--- src/core/mmd_pkg.sv ---
// Constants and types shared by the memory map decoder and its boot word store
`default_nettype none
package mmd_pkg;
  localparam int BLK_HI   = 31;
  localparam int BLK_LO   = 28;
  localparam int HALF_BIT = 27;
  localparam logic [3:0] BLK_EXT0 = 4'h0;
  localparam logic [3:0] BLK_EXT1 = 4'h1;
  localparam logic [3:0] BLK_SMEM = 4'h4;
  localparam logic [3:0] BLK_DSP  = 4'h5;
  localparam logic [3:0] BLK_USBV = 4'h7;
  localparam logic [3:0] BLK_APB  = 4'h8;
  localparam logic [3:0] BLK_LCD  = 4'h9;
  localparam logic [3:0] BLK_TCM  = 4'ha;
  localparam logic [31:0] ROM_BASE   = 32'h4800_0000;
  localparam logic [31:0] BOOT_WORD0 = 32'he51f_f004;
  localparam logic [31:0] BOOT_WORD1 = ROM_BASE;
  localparam int BOOT_IDX_HI = 26;
  localparam int BOOT_IDX_LO = 3;
  localparam int WORD_SEL    = 2;
  localparam int EXT_A_HI = 25;
  localparam int EXT_A_LO = 1;
  localparam int EXT_AW   = EXT_A_HI - EXT_A_LO + 1;
  localparam int EXT_DW   = 16;
  localparam int NUM_CS   = 3;
  localparam logic [1:0] CS_BANK0 = 2'h0;
  localparam logic [1:0] CS_BANK1 = 2'h1;
  localparam logic [1:0] CS_BANK2 = 2'h2;
  localparam int PADDR_W  = 16;
  localparam int SLOT_HI  = 23;
  localparam int SLOT_LO  = 16;
  localparam int WAIT_W   = 4;
  localparam int CNT_W    = WAIT_W + 1;
  localparam logic [2:0] HSIZE_BYTE = 3'h0;
  localparam logic [2:0] HSIZE_WORD = 3'h2;
  localparam int HTRANS_ACT = 1;
  localparam logic BOOT_MAP_ON = 1'b0;
  localparam int NUM_SEL = 7;
  localparam int SEL_RAM = 0;
  localparam int SEL_ROM = 1;
  localparam int SEL_DSP = 2;
  localparam int SEL_USB = 3;
  localparam int SEL_VFF = 4;
  localparam int SEL_LCD = 5;
  localparam int SEL_TCM = 6;
  typedef enum logic [3:0] {
    TGT_NONE, TGT_EXT, TGT_BOOT, TGT_RAM, TGT_ROM, TGT_DSP,
    TGT_USB, TGT_VFF, TGT_APB, TGT_LCD, TGT_TCM
  } mmd_tgt_e;
  typedef enum logic [2:0] {
    ST_IDLE, ST_EXT, ST_APB_SETUP, ST_APB_ACCESS, ST_DONE
  } mmd_state_e;
endpackage
`default_nettype wire

--- src/core/mmd_boot_rom.sv ---
// Two-word boot store with registered read data
`default_nettype none
module mmd_boot_rom
  import mmd_pkg::*;
(
  input  wire logic        clk_in,
  input  wire logic        rst_in,
  input  wire logic        rd_en_in,
  input  wire logic        word_sel_in,
  input  wire logic        beyond_in,
  output logic [31:0]      data_out
);
  logic [31:0] data_r;

  // Words past the second read as zero rather than aliasing
  always_ff @(posedge clk_in or posedge rst_in) begin
    if (rst_in) begin
      data_r <= 32'h0000_0000;
    end else if (rd_en_in) begin
      if (beyond_in) begin
        data_r <= 32'h0000_0000;
      end else begin
        data_r <= word_sel_in ? BOOT_WORD1 : BOOT_WORD0;
      end
    end
  end

  assign data_out = data_r;
endmodule
`default_nettype wire

--- src/core/mmd_decoder.sv ---
// Central address decoder with external splitter, APB bridge and boot remap
`default_nettype none
module mmd_decoder
  import mmd_pkg::*;
(
  input  wire logic                 sys_clk_in,
  input  wire logic                 sys_rst_in,
  input  wire logic [31:0]          haddr_in,
  input  wire logic [1:0]           htrans_in,
  input  wire logic                 hwrite_in,
  input  wire logic [2:0]           hsize_in,
  input  wire logic [31:0]          hwdata_in,
  input  wire logic                 hready_in,
  output logic [NUM_SEL-1:0]        hsel_out,
  output logic                      hreadyout_out,
  output logic [31:0]               hrdata_out,
  input  wire logic                 bank_swap_bit_in,
  input  wire logic                 boot_map_bit_in,
  input  wire logic [WAIT_W-1:0]    ext_wait_cycles_in,
  output logic [EXT_A_HI:EXT_A_LO]  ext_addr_out,
  output logic [NUM_CS-1:0]         ext_cs_n_out,
  output logic                      ext_oe_n_out,
  output logic                      ext_we_n_out,
  output logic [1:0]                ext_be_n_out,
  output logic [EXT_DW-1:0]         ext_dout_out,
  output logic                      ext_dout_en_out,
  input  wire logic [EXT_DW-1:0]    ext_din_in,
  output logic                      apb_clk_en_out,
  output logic                      psel_out,
  output logic                      penable_out,
  output logic                      pwrite_out,
  output logic [PADDR_W-1:0]        paddr_out,
  output logic [SLOT_HI-SLOT_LO:0]  apb_slot_out,
  output logic [31:0]               pwdata_out,
  input  wire logic [31:0]          prdata_in,
  input  wire logic                 pready_in,
  input  wire logic                 apb_wide_in
);

  function automatic mmd_tgt_e decode(input logic [31:0] a, input logic boot_on);
    logic hi;
    hi = a[HALF_BIT];
    case (a[BLK_HI:BLK_LO])
      BLK_EXT0: decode = (!hi && boot_on) ? TGT_BOOT : TGT_EXT;
      BLK_EXT1: decode = hi ? TGT_NONE : TGT_EXT;
      BLK_SMEM: decode = hi ? TGT_ROM : TGT_RAM;
      BLK_DSP:  decode = TGT_DSP;
      BLK_USBV: decode = hi ? TGT_VFF : TGT_USB;
      BLK_APB:  decode = TGT_APB;
      BLK_LCD:  decode = hi ? TGT_NONE : TGT_LCD;
      BLK_TCM:  decode = TGT_TCM;
      default:  decode = TGT_NONE;
    endcase
  endfunction

  function automatic logic [NUM_CS-1:0] cs_onehot(input logic [31:0] a,
                                                  input logic swap);
    logic [1:0] idx;
    idx = (a[BLK_HI:BLK_LO] == BLK_EXT1) ? CS_BANK2
        : (a[HALF_BIT] ? CS_BANK1 : CS_BANK0);
    if (swap && idx != CS_BANK2) begin
      idx = (idx == CS_BANK0) ? CS_BANK1 : CS_BANK0;
    end
    cs_onehot = '0;
    cs_onehot[idx] = 1'b1;
  endfunction

  mmd_state_e                state_r;
  mmd_tgt_e                  tgt_r;
  mmd_tgt_e                  tgt_nxt;
  logic                      boot_on;
  logic                      take;
  logic                      write_r;
  logic                      lane_r;
  logic                      half_r;
  logic                      halves_r;
  logic                      hi_lane;
  logic                      cyc_last;
  logic [CNT_W-1:0]          cnt_r;
  logic [31:0]               rdata_r;
  logic [31:0]               rom_q;
  logic [EXT_A_HI:EXT_A_LO]  ext_addr_r;
  logic [NUM_CS-1:0]         ext_cs_n_r;
  logic                      ext_oe_n_r;
  logic                      ext_we_n_r;
  logic [1:0]                ext_be_n_r;
  logic [EXT_DW-1:0]         ext_dout_r;
  logic                      psel_r;
  logic                      penable_r;
  logic                      pwrite_r;
  logic [PADDR_W-1:0]        paddr_r;
  logic [SLOT_HI-SLOT_LO:0]  slot_r;
  logic [31:0]               pwdata_r;

  // Boot words present from reset so the very first fetch finds them
  assign boot_on = (boot_map_bit_in == BOOT_MAP_ON);
  // Arbitration happens upstream; only an owned, active, ready phase counts
  assign take    = hready_in && htrans_in[HTRANS_ACT];
  assign tgt_nxt = decode(haddr_in, boot_on);
  assign hi_lane = half_r | lane_r;
  assign cyc_last = (cnt_r == ({1'b0, ext_wait_cycles_in} + 5'h1));

  // Address-phase selects for slaves that answer on AHB themselves
  always_comb begin
    hsel_out = '0;
    case (tgt_nxt)
      TGT_RAM: hsel_out[SEL_RAM] = 1'b1;
      TGT_ROM: hsel_out[SEL_ROM] = 1'b1;
      TGT_DSP: hsel_out[SEL_DSP] = 1'b1;
      TGT_USB: hsel_out[SEL_USB] = 1'b1;
      TGT_VFF: hsel_out[SEL_VFF] = 1'b1;
      TGT_LCD: hsel_out[SEL_LCD] = 1'b1;
      TGT_TCM: hsel_out[SEL_TCM] = 1'b1;
      default: hsel_out = '0;
    endcase
  end

  mmd_boot_rom u_boot_rom (
    .clk_in      (sys_clk_in),
    .rst_in      (sys_rst_in),
    .rd_en_in    (take && tgt_nxt == TGT_BOOT && !hwrite_in),
    .word_sel_in (haddr_in[WORD_SEL]),
    .beyond_in   (haddr_in[BOOT_IDX_HI:BOOT_IDX_LO] != '0),
    .data_out    (rom_q)
  );

  // Sequencer and data-phase bookkeeping
  always_ff @(posedge sys_clk_in or posedge sys_rst_in) begin
    if (sys_rst_in) begin
      state_r  <= ST_IDLE;
      tgt_r    <= TGT_NONE;
      write_r  <= 1'b0;
      lane_r   <= 1'b0;
      half_r   <= 1'b0;
      halves_r <= 1'b0;
      cnt_r    <= '0;
    end else begin
      case (state_r)
        ST_IDLE, ST_DONE: begin
          state_r <= ST_IDLE;
          if (take) begin
            tgt_r    <= tgt_nxt;
            write_r  <= hwrite_in;
            lane_r   <= haddr_in[EXT_A_LO];
            half_r   <= 1'b0;
            halves_r <= (hsize_in == HSIZE_WORD);
            cnt_r    <= '0;
            if (tgt_nxt == TGT_EXT) begin
              state_r <= ST_EXT;
            end else if (tgt_nxt == TGT_APB) begin
              state_r <= ST_APB_SETUP;
            end
          end else begin
            tgt_r <= TGT_NONE;
          end
        end
        ST_EXT: begin
          if (cyc_last) begin
            cnt_r <= '0;
            if (half_r == halves_r) begin
              state_r <= ST_DONE;
            end else begin
              half_r <= 1'b1;
            end
          end else begin
            cnt_r <= cnt_r + 5'h1;
          end
        end
        ST_APB_SETUP: state_r <= ST_APB_ACCESS;
        ST_APB_ACCESS: begin
          if (pready_in) begin
            state_r <= ST_DONE;
          end
        end
        default: state_r <= ST_IDLE;
      endcase
    end
  end

  // External pins; strobes fall one cycle after the select, wait states stretch them
  always_ff @(posedge sys_clk_in or posedge sys_rst_in) begin
    if (sys_rst_in) begin
      ext_addr_r <= '0;
      ext_cs_n_r <= '1;
      ext_oe_n_r <= 1'b1;
      ext_we_n_r <= 1'b1;
      ext_be_n_r <= '1;
      ext_dout_r <= '0;
    end else if ((state_r == ST_IDLE || state_r == ST_DONE) && take
                 && tgt_nxt == TGT_EXT) begin
      ext_addr_r <= haddr_in[EXT_A_HI:EXT_A_LO];
      ext_cs_n_r <= ~cs_onehot(haddr_in, bank_swap_bit_in);
      if (hsize_in == HSIZE_BYTE) begin
        ext_be_n_r <= haddr_in[0] ? 2'h1 : 2'h2;
      end else begin
        ext_be_n_r <= 2'h0;
      end
    end else if (state_r == ST_EXT) begin
      ext_dout_r <= hi_lane ? hwdata_in[31:16] : hwdata_in[15:0];
      if (cyc_last) begin
        ext_oe_n_r <= 1'b1;
        ext_we_n_r <= 1'b1;
        if (half_r == halves_r) begin
          ext_cs_n_r <= '1;
        end else begin
          ext_addr_r <= ext_addr_r + 25'h1;
        end
      end else begin
        ext_oe_n_r <= write_r;
        ext_we_n_r <= !write_r;
      end
    end
  end

  // Read data gathered lane by lane, little endian
  always_ff @(posedge sys_clk_in or posedge sys_rst_in) begin
    if (sys_rst_in) begin
      rdata_r <= '0;
    end else if ((state_r == ST_IDLE || state_r == ST_DONE) && take) begin
      rdata_r <= '0;
    end else if (state_r == ST_EXT && cyc_last && !write_r) begin
      if (hi_lane) begin
        rdata_r[31:16] <= ext_din_in;
      end else begin
        rdata_r[15:0] <= ext_din_in;
      end
    end else if (state_r == ST_APB_ACCESS && pready_in && !pwrite_r) begin
      rdata_r <= apb_wide_in ? prdata_in : {16'h0000, prdata_in[15:0]};
    end
  end

  // APB bridge side; offsets only, the slot picks the peripheral
  always_ff @(posedge sys_clk_in or posedge sys_rst_in) begin
    if (sys_rst_in) begin
      psel_r    <= 1'b0;
      penable_r <= 1'b0;
      pwrite_r  <= 1'b0;
      paddr_r   <= '0;
      slot_r    <= '0;
      pwdata_r  <= '0;
    end else begin
      case (state_r)
        ST_IDLE, ST_DONE: begin
          if (take && tgt_nxt == TGT_APB) begin
            psel_r   <= 1'b1;
            pwrite_r <= hwrite_in;
            paddr_r  <= haddr_in[PADDR_W-1:0];
            slot_r   <= haddr_in[SLOT_HI:SLOT_LO];
          end
        end
        ST_APB_SETUP: begin
          penable_r <= 1'b1;
          pwdata_r  <= apb_wide_in ? hwdata_in : {16'h0000, hwdata_in[15:0]};
        end
        ST_APB_ACCESS: begin
          if (pready_in) begin
            psel_r    <= 1'b0;
            penable_r <= 1'b0;
          end
        end
        default: begin
          psel_r    <= 1'b0;
          penable_r <= 1'b0;
        end
      endcase
    end
  end

  assign hreadyout_out   = (state_r == ST_IDLE || state_r == ST_DONE);
  assign hrdata_out      = (tgt_r == TGT_BOOT) ? rom_q : rdata_r;
  assign ext_addr_out    = ext_addr_r;
  assign ext_cs_n_out    = ext_cs_n_r;
  assign ext_oe_n_out    = ext_oe_n_r;
  assign ext_we_n_out    = ext_we_n_r;
  assign ext_be_n_out    = ext_be_n_r;
  assign ext_dout_out    = ext_dout_r;
  assign ext_dout_en_out = !ext_we_n_r;
  // Gated clock enable follows the select so it spans setup and access
  assign apb_clk_en_out  = psel_r;
  assign psel_out        = psel_r;
  assign penable_out     = penable_r;
  assign pwrite_out      = pwrite_r;
  assign paddr_out       = paddr_r;
  assign apb_slot_out    = slot_r;
  assign pwdata_out      = pwdata_r;

  logic [CNT_W-1:0] lo_cnt_r;
  always_ff @(posedge sys_clk_in or posedge sys_rst_in) begin
    if (sys_rst_in) begin
      lo_cnt_r <= '0;
    end else if (ext_oe_n_r && ext_we_n_r) begin
      lo_cnt_r <= '0;
    end else begin
      lo_cnt_r <= lo_cnt_r + 5'h1;
    end
  end
endmodule
`default_nettype wire

--- config.mk ---
export PLATFORM = sky130hd
export DESIGN_NAME = mmd_decoder
export DESIGN_NICKNAME = d
export VERILOG_FILES = /design/src/core/mmd_pkg.sv /design/src/core/mmd_boot_rom.sv /design/src/core/mmd_decoder.sv
export SDC_FILE = /design/constraint.sdc
export NUM_CORES = 1
export LEC_CHECK = 0
export ABC_AREA = 1
export CORE_UTILIZATION = 53
export DETAILED_ROUTE_END_ITERATION = 16
export DONT_BUFFER_PORTS = 1
export PLACE_DENSITY = 0.74
export SKIP_CTS_REPAIR_TIMING = 1
export SYNTH_ARGS = -nofsm -noshare
export SYNTH_HDL_FRONTEND = slang
export SYNTH_HIERARCHICAL = 1
export SYNTH_SLANG_ARGS = --single-unit
--- constraint.sdc ---
create_clock -name sys_clk_in -period 11.24 [get_ports sys_clk_in]
set_input_delay 2.248 -clock sys_clk_in [delete_from_list [all_inputs] [get_ports sys_clk_in]]
set_output_delay 2.248 -clock sys_clk_in [all_outputs]
set_load 0.005 [all_outputs]
# Word level (Yosys, flattened, before mapping)
# Index checks and enable logic that the tools add are counted.
dict set report word_totals {
  out_inout_bits 149
  input_bits 129
  elab_cells 172
  ff_bits 187
}
dict set report classes {
  mux 62
  magnitude_cmp 2
  n_reduce_logical 42
  eq_ne 35
  add_sub_neg 3
  bitwise 6
}
# operator count
set op_table {}
lappend op_table {{$mux 32} 8}
lappend op_table {{$mux 25} 4}
lappend op_table {{$mux 16} 3}
lappend op_table {{$pmux 4 s8} 1}
lappend op_table {{$eq 4x3->1 const B} 7}
lappend op_table {{$add 25x1->25 const B} 1}
lappend op_table {{$eq 4x4->1 const B} 6}
lappend op_table {{$mux 3} 8}
lappend op_table {{$reduce_bool 24->1} 1}
lappend op_table {{$mux 1} 19}
lappend op_table {{$mux 2} 9}
lappend op_table {{$ne 2x2->1 const B} 7}
lappend op_table {{$reduce_and 2->1} 7}
lappend op_table {{$logic_and 1x1->1} 13}
lappend op_table {{$eq 4x2->1 const B} 3}
lappend op_table {{$pmux 3 s4} 1}
lappend op_table {{$reduce_and 3->1} 4}
lappend op_table {{$mux 5} 2}
lappend op_table {{$pmux 5 s2} 1}
lappend op_table {{$eq 3x2->1 const B} 3}
lappend op_table {{$eq 4x1->1 const B} 2}
lappend op_table {{$mux 4} 2}
lappend op_table {{$reduce_bool 2->1} 4}
lappend op_table {{$logic_not 3->1} 2}
lappend op_table {{23 further kinds} 32}

# Longest topological paths before layout
dict set report logic_depth {
  ltp_word 13
  depth_mapped 15
}

# Hierarchy
# Netlist, hierarchy kept.
# module instances area_each_um2 cells_per_inst seq_area_each_um2
set by_module_without_submodules {}
lappend by_module_without_submodules {mmd_decoder 1 8330.5 1065 3887.5}
lappend by_module_without_submodules {mmd_boot_rom 1 347.8 45 75.1}

# Least setup slack after synthesis
# Ideal clock, no wire load.
dict set report synth_path {
  path_type {input-to-output}
  start {input port haddr_in[30]}
  end {output port hsel_out[3]}
  path_buffers 0
  slack_ps 5923
  arrival_time_ps 3069
  cell_stages 6
  required_time_ps 8992
  path_cell_list {inv_1 > nand2_1 > nor3_1 > nor2_1 > nand3_1 > nor3b_1}
}
dict set report synth_via {
  elab_chain_cells 4
  word_cells_on_any_way 11
}
# element line
set synth_lines {}
lappend synth_lines {{start, declared} mmd_decoder.sv:8} ;# input wire logic [31:0] haddr_in,
lappend synth_lines {{$eq 4x4->1 (tied with other cells)} mmd_decoder.sv:43} ;# case (a[BLK_HI:BLK_LO])
lappend synth_lines {{$pmux 4 s8 *} mmd_decoder.sv:43}
lappend synth_lines {{$eq 4x3->1 *} mmd_decoder.sv:106} ;# case (tgt_nxt)
lappend synth_lines {{$mux 1 *} mmd_decoder.sv:106}
lappend synth_lines {{end, declared} mmd_decoder.sv:14} ;# output logic [NUM_SEL-1:0] hsel_out,
# Mark *: on every way between the ends. The rest lies on a longest branch, timed or not.

# Worst setup path in the final report
# Ends and elaborated chain as after synthesis.

==> results by group <==
Min path
  – Hold EP: rdata_r[13]
  – Hold Path Depth: 2
  – Min-delay worst type: flop to flop
  – Min-delay src: rdata_r[13]

Setup path
  – CP required: 8.99 ns
  – Worst Path Buf+Inv: 1
  – Max FO, Critical Path: 4
  – Crit path from: haddr_in[30]
  – Crit path DAT: 3.62 ns
  – Slowest CP cell: nor3_1
  – Family with the most delay on the worst path: simple AND/OR/NAND/NOR gates
  – Startpoint types: input port
  – Worst setup EP type: primary output
  – FF-to-FF path depth: 7
  – R2R Path Start: half_r
  – Reg-to-reg setup timing slack: 8.48 ns
  – Max incr delay on CP: 0.45 ns
  – End of the worst register-to-register path: rdata_r[7]
  – CP Cell Sequence: inv_1 -> nand2_1 -> nor3_1 -> nor2_1 -> nand3_1 -> nor3b_1
  – Setup Crit Path Kind: input port to primary output

CTS
  – H-tree depth: 4
  – Cts bufs inserted: 17
  – TritonCTS clock tree: done
  – Clock transition at the registers of the reported paths: 0.06 ns
  – Clk buf depth: 2
  – Root buf cell: clkbuf_16
  – Skew-Pair Late Insertion Delay: 0.43 ns
  – CTS sink count: 158

Synth
  – Synth Instances: 1,110
  – Mapped cell area: 0.00868 mm²
  – Post-synthesis async set-or-reset flop share: 100%
  – Number of synthesized flops with an enable pin: 0
  – Top_reg_cell synth: dfrtp_1
  – Count of state elements after synthesis: 158
  – Synth cell types: 46
  – Seq/Total Area, Yosys: 45.7%
  – Warnings from Yosys: 6
  – Avg Synthesized Cell Area: 7.82 µm²

Route
  – Met2 WL: 11,800 µm
  – Top layer in use: met4
  – Met3 wire length: 2410 µm
  – Routed len/inst: 18.6 µm
  – Routed Antenna Nets: 0
  – DR pass1 iterations: 4
  – DR vias/cell: 5.52
  – Residual DRC: 0
  – Vias post-DR: 7,207
  – Met1 wire length: 9620 µm
  – Routed Wire Length: 24,300 µm
  – Initial drt markers: 398

Final layout
  – Filler cells: 1,495
  – Antenna Cells: 0
  – Layout Nets: 1,208
  – Post-Layout Cell Count: 1,305
  – Area Overhead vs Synth: 5.97%
  – Util after Layout: 57.7%
  – Share of post-route cells with drive strength above 1: 11.8%
  – Most frequent cells in the layout: nand2_1, dfrtp_1, inv_1
  – Storage cell area: 0.00396 mm²
  – Multi-input gate area: 0.00396 mm²
  – Commonest non-fill, non-tap cell in the layout: nand2_1

STA
  – Setup TNS: 0 ns
  – Max_slew headroom: 37.3%
  – Worst-Margin Slew: 0.940 ns
  – Final Critical Period: 5.87 ns
  – Clock skew: 0.0105 ns
  – Fmax: 170 MHz
  – Final hold viol count: 0
  – RSZ-0062 raised after global routing: false
  – Fin. max-slew vios: 0
  – Part of the cycle the worst path needs: 52.2%
  – Setup Viol. Count Final: 0

Power and ir drop
  – LEAKAGE: 4.77 nW
  – Pwr Total: 2.07 mW
  – Worst VDD drop: 0.108 mV
  – Pwr/cell area: 225 mW/mm²

Floorplan
  – Die ar.: 0.0169 mm²
  – Die X: 130 µm
  – Initial Util: 54.4%
  – Core footprint: 0.0159 mm²
  – Row Count: 46
  – Die H: 130 µm
  – IO Count: 278

Placement
  – Detailed Place HPWL: 17,000 µm
  – Final Wtd Congestion: 0.876
  – IO Port Bufs: 0
  – Placed cells: 1,273

GRT
  – Pin count of the biggest net entering global routing: 82
  – GR Overflow Total: 0
  – Initial antenna violation count: 0
  – GRT Overall Usage: 28.8%
  – First-pass GRT wire length: 36,300 µm
  – Number of global-route vias before repair: 6,708

Status
  – Status: finished, final reports clean

Job
  – Maximum Capacitance Violations: 0
routing by layer:
layer,up-vias,track usage (%)
met3,38,11.2
met2,305,48.2
li1,3430,-
met5,-,0
met4,0,9.51
met1,3434,34.0
cells by family (layout without fill, tap and decap cells):
kind of cell	Yosys count	after routing	share of synthesized area [%]
adders and majority gates	3	3	0.433
other	1	16	0.0432
and+or+nand+nor	616	616	30.7
buffers and inverters	171	135	9.49
xor gates and xnor gates	17	17	1.72
muxes	39	39	5.06
DFF	158	158	45.7
AOI/OAI and AO/OA	105	105	6.89
worst register-to-register path, stage by stage, from the launching register on:
cell and delay (ns):
dfrtp_1 0.41, nor2_2 0.66, clkinv_1 0.77, nand4_1 0.29, nand2_1 0.09, inv_2 0.30
nand2_1 0.10, nand2_1 0.08
state kept, by name (all words and copies together) (netlist names), 2 cells and up:
signal / flops
ext_dout_out: 16
ext_addr_out: 25
ext_be_n_out: 2
rdata_r: 32
tgt_r: 4
cnt_r: 5
apb_slot_out: 8
ext_cs_n_out: 3
pwdata_out: 32
paddr_out: 16
u_boot_rom/data_out: 3
state_r: 3
synth_stat cells (3+ instances only):
cell,number,area [µm²]
dfstp_2,7,184
nand3b_1,6,45.0
buf_2,12,60.1
nand3_2,3,30.0
o21ai_0,75,375
o22ai_1,3,18.8
inv_2,12,45.0
buf_1,4,15.0
clkbuf_1,18,67.6
a21oi_1,3,15.0
nand2_2,17,106
o211ai_1,15,113
nand3_1,36,180
buf_4,33,248
nor3_1,20,100
nor4_1,5,31.3
mux2_2,37,417
ha_1,3,37.5
xor2_1,13,114
nor2_2,3,18.8
buf_6,5,56.3
dfrtp_1,151,3780
nand2_1,435,1630
inv_1,83,312
nand4_1,28,175
xnor2_1,4,35.0
nor2_1,51,191
nor2_4,3,33.8
worst max path at each step:
stage	endpoint	slack (ns)	depth (start not counted)
floorplan	apb_clk_en_out	4.83	1
global placement	hsel_out[3]	5.39	6
detailed placement	hsel_out[3]	5.37	6
CTS	hsel_out[3]	5.36	6
global route	hsel_out[3]	5.27	6
finish	hsel_out[3]	5.37	6
metrics by stage:
step	setup WS (ns)	hold slack (ns)	cell area, µm²
6_report	5.37	0.469	9200
5_1_grt	5.27	0.490	9200
3_3_place_gp	5.39	0.449	8600
3_5_place_dp	5.37	0.453	8600
2_1_floorplan	4.83	0.435	8730
4_1_cts	5.36	0.470	9200
area by class of cell:
cell class	instances	share of cell area (%)
inverter	99	4.15
multi-input combinational	796	43.0
clock buffer	19	4.71
sequential	158	43.1
tap	216	2.94
clock inverter	13	1.78
timing repair buffer	4	0.327
where the power goes:
| group | internal, mW | total [mW] | switching (mW) |
|---|---|---|---|
| sequential | 0.770 | 0.984 | 0.214 |
| combinational | 0.176 | 0.495 | 0.319 |
| clock | 0.350 | 0.589 | 0.239 |
No activity file was read; power rests on OpenSTA's default activity.
